[src/rtl/cssw_pkg.sv]
// Package with register map, field layout, reset values and switch timing.
package cssw_pkg;

  localparam logic [7:0] OFS_OSC_CONTROL = 8'h00;
  localparam logic [7:0] OFS_OSC_TUNING = 8'h04;
  localparam logic [7:0] OFS_TIMER1_CONTROL = 8'h08;

  localparam int CTRL_IDLE_BIT = 7;
  localparam int CTRL_IFS_LSB = 4;
  localparam int CTRL_STARTUP_TIMER_DONE_BIT = 3;
  localparam int CTRL_INTERNAL_FREQ_STABLE_BIT = 2;
  localparam int CTRL_SCS_LSB = 0;
  localparam int TUNE_LOW_FREQ_SOURCE_SELECT_BIT = 7;
  localparam int TUNE_PLLEN_BIT = 6;
  localparam int TUNE_VALUE_LSB = 0;
  localparam int T1_RUN_BIT = 6;
  localparam int T1_OSCEN_BIT = 3;

  localparam logic [1:0] SCS_RESET = 2'h0;
  localparam logic [2:0] IFS_RESET = 3'h4;
  localparam logic [4:0] TUNE_RESET = 5'h00;

  localparam logic [2:0] IFS_FULL_FAST = 3'h7;
  localparam logic [2:0] IFS_LOW_FREQ = 3'h0;
  localparam logic [3:0] CFG_INTERNAL_A = 4'h8;
  localparam logic [3:0] CFG_INTERNAL_B = 4'h9;

  localparam logic [1:0] OLD_PAUSE_TICKS = 2'h2;
  localparam logic [1:0] NEW_PAUSE_TICKS = 2'h3;

  typedef enum logic [1:0] {
    SRC_PRIMARY = 2'b00,
    SRC_SECONDARY = 2'b01,
    SRC_INTERNAL = 2'b10
  } cssw_src_e;

  typedef enum logic [1:0] {
    SW_RUN = 2'b00,
    SW_DRAIN_OLD = 2'b01,
    SW_FILL_NEW = 2'b10
  } cssw_sw_state_e;

  // Maps the two-bit select field onto a source.
  function automatic cssw_src_e cssw_src_of(input logic [1:0] scs);
    if (scs[1]) begin
      return SRC_INTERNAL;
    end
    return scs[0] ? SRC_SECONDARY : SRC_PRIMARY;
  endfunction

endpackage

[src/rtl/cssw_switch.sv]
// Glitch-free switch between three source enables with a paused hand-over.
module cssw_switch (
  input wire logic clk,
  input wire logic rst_n,
  input wire logic [2:0] src_edge,
  input wire logic [1:0] target_scs,
  output logic device_clk_en,
  output cssw_pkg::cssw_src_e active,
  output logic switching
);

  cssw_pkg::cssw_sw_state_e state, next_state;
  cssw_pkg::cssw_src_e next_active, target;
  logic [1:0] cnt, next_cnt;
  logic act_edge;

  always_comb begin
    target = cssw_pkg::cssw_src_of(target_scs);
    act_edge = src_edge[active];
    next_state = state;
    next_active = active;
    next_cnt = cnt;
    unique case (state)
      cssw_pkg::SW_RUN: begin
        if (target != active) begin
          next_state = cssw_pkg::SW_DRAIN_OLD;
          next_cnt = 2'h0;
        end
      end
      cssw_pkg::SW_DRAIN_OLD: begin
        if (act_edge) begin
          if (cnt == cssw_pkg::OLD_PAUSE_TICKS - 2'h1) begin
            next_state = cssw_pkg::SW_FILL_NEW;
            next_active = target;
            next_cnt = 2'h0;
          end else begin
            next_cnt = cnt + 2'h1;
          end
        end
      end
      cssw_pkg::SW_FILL_NEW: begin
        if (act_edge) begin
          if (cnt == cssw_pkg::NEW_PAUSE_TICKS - 2'h1) begin
            next_state = cssw_pkg::SW_RUN;
          end else begin
            next_cnt = cnt + 2'h1;
          end
        end
      end
      default: begin
        next_state = cssw_pkg::SW_RUN;
      end
    endcase
  end

  always_ff @(posedge clk or negedge rst_n) begin
    if (!rst_n) begin
      state <= cssw_pkg::SW_RUN;
      active <= cssw_pkg::SRC_PRIMARY;
      cnt <= 2'h0;
    end else begin
      state <= next_state;
      active <= next_active;
      cnt <= next_cnt;
    end
  end

  // The device clock is gated off for the whole pause.
  assign device_clk_en = (state == cssw_pkg::SW_RUN) && act_edge;
  assign switching = (state != cssw_pkg::SW_RUN);

  AST_PAUSE_GATED: assert property (@(posedge clk) disable iff (!rst_n)
    (state != cssw_pkg::SW_RUN) |-> !device_clk_en)
    else $error("Device clock pulsed during a source switch.");

  AST_SWITCH_STARTS: assert property (@(posedge clk) disable iff (!rst_n)
    (state == cssw_pkg::SW_RUN && cssw_pkg::cssw_src_of(target_scs) != active) |=> switching)
    else $error("A new source selection did not start a switch.");

  AST_NEW_SOURCE_TAKEN: assert property (@(posedge clk) disable iff (!rst_n)
    $fell(switching) |-> active == $past(active))
    else $error("Active source changed at the end of the pause.");

  CVR_FULL_SWITCH: cover property (@(posedge clk) disable iff (!rst_n)
    $fell(switching));

endmodule

[src/rtl/cssw_top.sv]
// Device clock source selector with AHB-Lite control registers.
module cssw_top (
  input wire logic clk,
  input wire logic resetn,
  input wire logic hsel,
  input wire logic [31:0] haddr,
  input wire logic [1:0] htrans,
  input wire logic hwrite,
  input wire logic [2:0] hsize,
  input wire logic hready,
  input wire logic [31:0] hwdata,
  output logic [31:0] hrdata,
  output logic hreadyout,
  output logic hresp,
  input wire logic primary_osc_pin,
  input wire logic secondary_osc_pin,
  input wire logic slow_internal_pin,
  input wire logic fast_internal_pin,
  input wire logic fast_internal_ok,
  input wire logic startup_timer_expired,
  input wire logic [3:0] primary_osc_config,
  input wire logic sleep_exec,
  output logic device_clk_en,
  output logic watchdog_clk_en,
  output logic idle_enter,
  output logic sleep_enter,
  output logic pll_enable,
  output logic [4:0] tuning_value
);

  logic rst_meta, rst_n;
  logic [5:0] pin_s1, pin_s2, pin_d;
  logic primary_edge, secondary_edge, slow_edge, fast_edge, fast_ok, ost_done;
  logic [7:0] post_cnt, next_post_cnt, post_mask;
  logic internal_tick, internal_uses_fast;
  logic dp_write, next_dp_write, dp_read, next_dp_read;
  logic [7:0] dp_addr, next_dp_addr;
  logic idle_on_sleep, next_idle_on_sleep;
  logic [2:0] internal_freq_select, next_internal_freq_select;
  logic [1:0] clock_source_select, next_clock_source_select;
  logic low_freq_source_select, next_low_freq_source_select;
  logic pll_request, next_pll_request;
  logic [4:0] next_tuning_value;
  logic secondary_osc_enable, next_secondary_osc_enable;
  logic next_idle_enter, next_sleep_enter;
  logic startup_timer_done, internal_freq_stable, secondary_clock_running;
  logic switching;
  cssw_pkg::cssw_src_e active;
  logic [31:0] wdat;

  // Reset is applied at once and released through two flip-flops.
  always_ff @(posedge clk or negedge resetn) begin
    if (!resetn) begin
      rst_meta <= 1'b0;
      rst_n <= 1'b0;
    end else begin
      rst_meta <= 1'b1;
      rst_n <= rst_meta;
    end
  end

  // Oscillator pins and analog status cross in through two flip-flops each.
  genvar gi;
  generate
    for (gi = 0; gi < 6; gi++) begin : g_sync
      always_ff @(posedge clk or negedge rst_n) begin
        if (!rst_n) begin
          pin_s1[gi] <= 1'b0;
          pin_s2[gi] <= 1'b0;
          pin_d[gi] <= 1'b0;
        end else begin
          pin_s1[gi] <= (gi == 0) ? primary_osc_pin :
                        (gi == 1) ? secondary_osc_pin :
                        (gi == 2) ? slow_internal_pin :
                        (gi == 3) ? fast_internal_pin :
                        (gi == 4) ? fast_internal_ok : startup_timer_expired;
          pin_s2[gi] <= pin_s1[gi];
          pin_d[gi] <= pin_s2[gi];
        end
      end
    end
  endgenerate

  assign primary_edge = pin_s2[0] && !pin_d[0];
  assign secondary_edge = pin_s2[1] && !pin_d[1];
  assign slow_edge = pin_s2[2] && !pin_d[2];
  assign fast_edge = pin_s2[3] && !pin_d[3];
  assign fast_ok = pin_s2[4];
  assign ost_done = pin_s2[5];

  // Postscaler mask: code 111 passes every fast edge, each lower code down to 001 halves it, and code 000 passes one in 256.
  function automatic logic [7:0] post_mask_of(input logic [2:0] ifs);
    if (ifs == cssw_pkg::IFS_LOW_FREQ) begin
      return 8'hff;
    end
    return 8'(8'h7f >> ifs);
  endfunction

  always_comb begin
    next_post_cnt = fast_edge ? post_cnt + 8'h01 : post_cnt;
  end

  always_ff @(posedge clk or negedge rst_n) begin
    if (!rst_n) begin
      post_cnt <= 8'h00;
    end else begin
      post_cnt <= next_post_cnt;
    end
  end

  // The internal block output follows the select fields combinationally.
  always_comb begin
    post_mask = post_mask_of(internal_freq_select);
    internal_uses_fast = (internal_freq_select != cssw_pkg::IFS_LOW_FREQ) ||
                         low_freq_source_select;
    if (internal_uses_fast) begin
      internal_tick = fast_edge && ((post_cnt & post_mask) == post_mask);
    end else begin
      internal_tick = slow_edge;
    end
  end

  assign watchdog_clk_en = slow_edge;

  cssw_switch u_switch (
    .clk(clk),
    .rst_n(rst_n),
    .src_edge({internal_tick, secondary_edge, primary_edge}),
    .target_scs(clock_source_select),
    .device_clk_en(device_clk_en),
    .active(active),
    .switching(switching)
  );

  // Status flags are derived from the one active source, so at most one is set.
  assign startup_timer_done = ost_done && !switching &&
                              (active == cssw_pkg::SRC_PRIMARY);
  assign internal_freq_stable = fast_ok && internal_uses_fast && !switching &&
                                (active == cssw_pkg::SRC_INTERNAL);
  assign secondary_clock_running = !switching &&
                                   (active == cssw_pkg::SRC_SECONDARY);

  // The multiplier needs an internal primary mode and one of the two top codes.
  assign pll_enable = pll_request && internal_freq_select[2:1] == 2'b11 &&
                      (primary_osc_config == cssw_pkg::CFG_INTERNAL_A ||
                       primary_osc_config == cssw_pkg::CFG_INTERNAL_B);

  // AHB-Lite slave: zero wait states, always OKAY, word registers.
  assign hreadyout = 1'b1;
  assign hresp = 1'b0;
  assign wdat = hwdata;

  always_comb begin
    next_dp_write = hsel && htrans[1] && hready && hwrite;
    next_dp_read = hsel && htrans[1] && hready && !hwrite;
    next_dp_addr = haddr[7:0];
    next_idle_on_sleep = idle_on_sleep;
    next_internal_freq_select = internal_freq_select;
    next_clock_source_select = clock_source_select;
    next_low_freq_source_select = low_freq_source_select;
    next_pll_request = pll_request;
    next_tuning_value = tuning_value;
    next_secondary_osc_enable = secondary_osc_enable;
    if (dp_write && dp_addr == cssw_pkg::OFS_OSC_CONTROL) begin
      next_idle_on_sleep = wdat[cssw_pkg::CTRL_IDLE_BIT];
      next_internal_freq_select = wdat[cssw_pkg::CTRL_IFS_LSB +: 3];
      if (wdat[cssw_pkg::CTRL_SCS_LSB +: 2] != 2'b01 || secondary_osc_enable) begin
        next_clock_source_select = wdat[cssw_pkg::CTRL_SCS_LSB +: 2];
      end
    end
    if (dp_write && dp_addr == cssw_pkg::OFS_OSC_TUNING) begin
      next_low_freq_source_select = wdat[cssw_pkg::TUNE_LOW_FREQ_SOURCE_SELECT_BIT];
      next_pll_request = wdat[cssw_pkg::TUNE_PLLEN_BIT];
      next_tuning_value = wdat[cssw_pkg::TUNE_VALUE_LSB +: 5];
    end
    if (dp_write && dp_addr == cssw_pkg::OFS_TIMER1_CONTROL) begin
      next_secondary_osc_enable = wdat[cssw_pkg::T1_OSCEN_BIT];
    end
    next_idle_enter = sleep_exec && idle_on_sleep;
    next_sleep_enter = sleep_exec && !idle_on_sleep;
  end

  always_ff @(posedge clk or negedge rst_n) begin
    if (!rst_n) begin
      dp_write <= 1'b0;
      dp_read <= 1'b0;
      dp_addr <= 8'h00;
      idle_on_sleep <= 1'b0;
      internal_freq_select <= cssw_pkg::IFS_RESET;
      clock_source_select <= cssw_pkg::SCS_RESET;
      low_freq_source_select <= 1'b0;
      pll_request <= 1'b0;
      tuning_value <= cssw_pkg::TUNE_RESET;
      secondary_osc_enable <= 1'b0;
      idle_enter <= 1'b0;
      sleep_enter <= 1'b0;
    end else begin
      dp_write <= next_dp_write;
      dp_read <= next_dp_read;
      dp_addr <= next_dp_addr;
      idle_on_sleep <= next_idle_on_sleep;
      internal_freq_select <= next_internal_freq_select;
      clock_source_select <= next_clock_source_select;
      low_freq_source_select <= next_low_freq_source_select;
      pll_request <= next_pll_request;
      tuning_value <= next_tuning_value;
      secondary_osc_enable <= next_secondary_osc_enable;
      idle_enter <= next_idle_enter;
      sleep_enter <= next_sleep_enter;
    end
  end

  // Read data is a mux of registers and live flags during the data phase.
  always_comb begin
    hrdata = 32'h0000_0000;
    if (dp_read) begin
      unique case (dp_addr)
        cssw_pkg::OFS_OSC_CONTROL: begin
          hrdata[cssw_pkg::CTRL_IDLE_BIT] = idle_on_sleep;
          hrdata[cssw_pkg::CTRL_IFS_LSB +: 3] = internal_freq_select;
          hrdata[cssw_pkg::CTRL_STARTUP_TIMER_DONE_BIT] = startup_timer_done;
          hrdata[cssw_pkg::CTRL_INTERNAL_FREQ_STABLE_BIT] = internal_freq_stable;
          hrdata[cssw_pkg::CTRL_SCS_LSB +: 2] = clock_source_select;
        end
        cssw_pkg::OFS_OSC_TUNING: begin
          hrdata[cssw_pkg::TUNE_LOW_FREQ_SOURCE_SELECT_BIT] = low_freq_source_select;
          hrdata[cssw_pkg::TUNE_PLLEN_BIT] = pll_enable;
          hrdata[cssw_pkg::TUNE_VALUE_LSB +: 5] = tuning_value;
        end
        cssw_pkg::OFS_TIMER1_CONTROL: begin
          hrdata[cssw_pkg::T1_RUN_BIT] = secondary_clock_running;
          hrdata[cssw_pkg::T1_OSCEN_BIT] = secondary_osc_enable;
        end
        default: begin
          hrdata = 32'h0000_0000;
        end
      endcase
    end
  end

  AST_RESET_VALUES: assert property (@(posedge clk)
    $rose(rst_n) |-> clock_source_select == 2'h0 && internal_freq_select == 3'h4)
    else $error("Select fields not at reset values after reset.");

  AST_SECONDARY_IGNORED: assert property (@(posedge clk) disable iff (!rst_n)
    (dp_write && dp_addr == 8'h00 && hwdata[1:0] == 2'b01 && !secondary_osc_enable)
    |=> clock_source_select == $past(clock_source_select))
    else $error("Secondary selection taken without oscillator enable.");

  AST_FLAGS_EXCLUSIVE: assert property (@(posedge clk) disable iff (!rst_n)
    $onehot0({startup_timer_done, internal_freq_stable, secondary_clock_running}))
    else $error("More than one source status flag is set.");

  AST_LOW_FREQ_SLOW: assert property (@(posedge clk) disable iff (!rst_n)
    (internal_freq_select == 3'h0 && !low_freq_source_select) |-> internal_tick == watchdog_clk_en)
    else $error("Low-frequency slow selection does not follow the slow source.");

  AST_SLEEP_MODE: assert property (@(posedge clk) disable iff (!rst_n)
    sleep_exec |=> (idle_enter == $past(idle_on_sleep)) && (sleep_enter != idle_enter))
    else $error("Sleep instruction entered the wrong mode.");

  AST_PLL_CODES: assert property (@(posedge clk) disable iff (!rst_n)
    pll_enable |-> internal_freq_select == 3'h7 || internal_freq_select == 3'h6)
    else $error("Multiplier enabled at a low frequency code.");

  AST_RUNNING_FLAG: assert property (@(posedge clk) disable iff (!rst_n)
    secondary_clock_running |-> clock_source_select == 2'b01 || $past(switching, 1) == 1'b0)
    else $error("Secondary running flag set without secondary source.");

  AST_STARTUP_FLAG: assert property (@(posedge clk) disable iff (!rst_n)
    startup_timer_done |-> active == cssw_pkg::SRC_PRIMARY && ost_done && !switching)
    else $error("Start-up flag set while primary is not driving.");

  CVR_IDLE: cover property (@(posedge clk) disable iff (!rst_n) idle_enter);
  CVR_SECONDARY: cover property (@(posedge clk) disable iff (!rst_n) secondary_clock_running);
  CVR_FAST_LOW: cover property (@(posedge clk) disable iff (!rst_n)
    internal_tick && internal_freq_select == 3'h0 && low_freq_source_select);

endmodule

[config.mk]
export PLATFORM = sky130hd
export DESIGN_NAME = cssw_top
export DESIGN_NICKNAME = d
export VERILOG_FILES = /design/src/rtl/cssw_pkg.sv /design/src/rtl/cssw_switch.sv /design/src/rtl/cssw_top.sv
export SDC_FILE = /design/constraint.sdc
export NUM_CORES = 1
export LEC_CHECK = 0
export BUFFER_PORTS_ARGS = -buffer_cell sky130_fd_sc_hd__buf_4
export CAP_MARGIN = 20
export CORE_AREA = 4 4 89 91
export DETAILED_ROUTE_END_ITERATION = 7
export DIE_AREA = 0 0 93 95
export GPL_ROUTABILITY_DRIVEN = 0
export GPL_TIMING_DRIVEN = 0
export PLACE_DENSITY = 0.67
export SETUP_SLACK_MARGIN = 0.2
export SYNTH_ARGS = -nofsm -noshare
export SYNTH_HDL_FRONTEND = slang
export SYNTH_SLANG_ARGS = --single-unit
[constraint.sdc]
create_clock -name clk -period 4.95 [get_ports clk]
set_clock_uncertainty 0.2 [all_clocks]
set_input_delay 0.7425 -clock clk [delete_from_list [all_inputs] [get_ports clk]]
set_output_delay 0.7425 -clock clk [all_outputs]
set_load 0.01 [all_outputs]
==> metrics.md <==
| Metric | Value |
|---|---|
| Status | `completed` |
| Worst-Skew Late Latency | `approximately 330 ps` |
| Worst Path Arrival | `2250 ps` |
| Hold_ws | `around 60 ps` |
| Core footprint | `7140 µm²` |
| DRC viols | `0` |
| Most frequent cell after synthesis | `dfrtp_1` |
| FF-to-FF path depth | `5` |
| R2r startpoint | `dp_addr[5]$_DFF_PN0_` |
| Pre-antenna DRT Iters | `4` |
| Number of buffers created by CTS | `9` |
| HPWL Detailed | `~4000 µm` |
| Final nets | `roughly 410` |
| DR iter-0 viols | `87` |
| Dpl ws | `between 2000 and 2500 ps` |
| Slew @ Worst Pin | `540 ps` |
| Total power draw | `around 0.0014 W` |
| CP startpoint kind | `flop` |
| Ranking of synthesized cells by area | `dfrtp_1 53%, buf_4 7.6%, mux2_2 5.9%` |
| Worst-path maximum fanout | `6` |
| Vias per inst | `4.36` |
| Maximum VDD drop | `about 0.23 mV` |
| Syn Inst Count | `230` |
| Async S/R FF share, synth | `100%` |
| Area leader, netlist | `dfrtp_1` |
| # diodes | `0` |
| Max Slew Vio Count | `0` |
| Die Ht | `95 µm` |
| Routed via count | `about 1800` |
| CTS Sinks | `just under 60` |
| Largest net degree at the start of global routing | `42` |
| Final period util | `about 64%` |
| Drt wl/cell | `roughly 12 µm` |
| TritonCTS clock tree | `done` |
| Post-synth top area share | `~53%` |
| Layout cells sized above 1 | `a little over a third` |
| Initial core utilization | `37.5%` |
| Die ar. | `8840 µm²` |
| Hold Path Class | `reg -> async` |
| Final hold vios | `0` |
| Yosys warning total | `0` |
| Reg clk slew, reported paths | `approximately 60 ps` |
| Final WS setup | `~1800 ps` |
| Syn avg cell area | `11.6 µm²` |
| H-tree depth | `3` |
| Setup crit end | `hrdata[5]` |
| Area growth syn-to-layout | `32.5%` |
| GRT Total Usage | `a little over an eighth` |
| First-pass GRT wire length | `between 8000 and 9000 µm` |
| GRT overflow | `0` |
| Crit Path Class | `reg -> out` |
| Critical Path End Type | `primary output` |
| FMAX | `approximately 310 MHz` |
| Post-synth top flop | `dfrtp_1` |
| Clock root cell | `clkbuf_8` |
| Unrepaired setup endpoints after global routing | `no` |
| ANT nets after route | `0` |
| Yosys reg bits | `58` |
| Cell variety after synth | `44` |
| Core Util, Final | `between 40 and 50%` |
| Critical path startpoint | `dp_addr[5]$_DFF_PN0_` |
| Setup TNS | `0 ps` |
| Pwr per Cell Area | `about 400 nW/µm²` |
| Initial antenna violation count | `0` |
| Number of max-cap violations | `0` |
| Crit Reg-Reg Endpoint | `tuning_value[1]$_DFFE_PN0P_` |
| Rows | `31` |
| Post-synthesis sequential area ratio | `54.3%` |
| Max clock buf depth | `2` |
| Slack of the worst reg-to-reg path | `2600 ps` |
| Worst Path Required | `about 4000 ps` |
| Leak | `1.76 nW` |
| Synthesized area | `about 2700 µm²` |
| Commonest cells post-synth | `57 x dfrtp_1, 27 x buf_4, 18 x nor2_1, 14 x mux2_2, 12 x nand2_1` |
| I/O pin total | `around 130` |
| PortBufs | `between 40 and 50` |
| Max_slew headroom | `between 60 and 70%` |
| Vias in the first global route | `1903` |
| Post-layout min period | `3190 ps` |
| Die extent in x | `93 µm` |
| Setup violations, final | `0` |
| WL final | `around 5200 µm` |
| EDFF count, synth | `0` |
## how the worst min path moves through the flow
stage | startpoint | end | slack [ps]
6_report | rst_n$_DFF_PN0_ | low_freq_source_select$_DFFE_PN0P_ | 60
3_3_place_gp | pin_s1[5]$_DFF_PN0_ | ost_done$_DFF_PN0_ | 130
5_1_grt | rst_n$_DFF_PN0_ | pll_request$_DFFE_PN0P_ | 100
3_5_place_dp | rst_n$_DFF_PN0_ | tuning_value[4]$_DFFE_PN0P_ | -4
2_1_floorplan | pin_s1[4]$_DFF_PN0_ | fast_ok$_DFF_PN0_ | 130
4_1_cts | rst_n$_DFF_PN0_ | idle_on_sleep$_DFFE_PN0P_ | 60
## area by class of cell
type                    count  area [µm²]
fillers                   656        3590
flip-flops and latches     58        1450
multi-input cells         156        1060
repair buffers             53         418
plain buffers              30         216
clock buffers              10         128
well taps                  99         124
clock inverters             6         105
inverters                  11        41.3
## repair_timing
action / CTS / global route
hold buffers: 3 / 0
buffers inserted: 0 / 0
resized for setup: 0 / 0
endpoints found under the hold margin: 11 / 0
## per-layer routing
metal / up-vias / part of all wire (%) / global-route usage (%)
li1: 906 / - / -
met3: 9 / 10 / 5.98
met4: 0 / 1.4 / 5.49
met2: 76 / 47 / 21.3
met1: 854 / 42 / 15.4
met5: - / 0 / 0
## worst max-delay path, cell delays in order, from the launching register on
cell and delay [ps]:
dfrtp_1 350, or4_1 550, nor4_1 360, nand2_1 280, nor3_1 220, buf_4 160
## where the power goes
part	switching, W	internal (W)	total (W)
Clock	0.000177	0.000332	0.000509
Sequential	0.0000469	0.000526	0.000573
Combinational	0.000154	0.000155	0.000308
Total	0.000378	0.00101	0.00139
## flip-flops by register name, indices dropped and copies added (netlist names), 2 cells and up
signal	count
u_switch.cnt	2
internal_freq_select	3
u_switch.state	2
pin_s1	6
u_switch.active	2
post_cnt	8
pin_d	4
clock_source_select	2
pin_s2	4
dp_addr	8
tuning_value	5
## kinds of logic (layout without fill, tap and decap cells)
family,Yosys count,count (layout),synth area share (%)
simple gates,63,63,12.0
flops,58,58,54.3
buf+inv,41,110,9.63
compound gates,27,27,7.85
mux,22,22,9.16
fa+ha+maj,9,9,4.21
xor+xnor,8,8,2.62
other cells,2,27,0.280
## cell usage in the layout (no fill, tap or decap), drive strengths merged, types with 2 or more instances in the layout
cell type / Yosys / routed
a211oi: 3 / 3
a21oi: 5 / 5
a22oi: 2 / 2
and3: 3 / 3
buf: 29 / 79
bufinv: 0 / 3
clkbuf: 1 / 11
clkinv: 0 / 3
conb: 2 / 27
dfrtp: 57 / 57
dlygate4sd3: 0 / 3
ha: 9 / 9
inv: 11 / 11
mux2: 17 / 17
mux2i: 5 / 5
nand2: 14 / 14
nand3: 6 / 6
nor2: 18 / 18
nor2b: 7 / 7
nor3: 4 / 4
nor4: 2 / 2
o21a: 3 / 3
o21ai: 7 / 7
or4: 2 / 2
xnor2: 6 / 6
xor2: 2 / 2
## through the flow
stage	cell area [µm²]	std cells
floorplan	2770	255
global placement	3260	403
detailed placement	3280	404
CTS	3550	423
global route	3550	423
finish	3550	423
No activity file was read; power rests on OpenSTA's default activity.
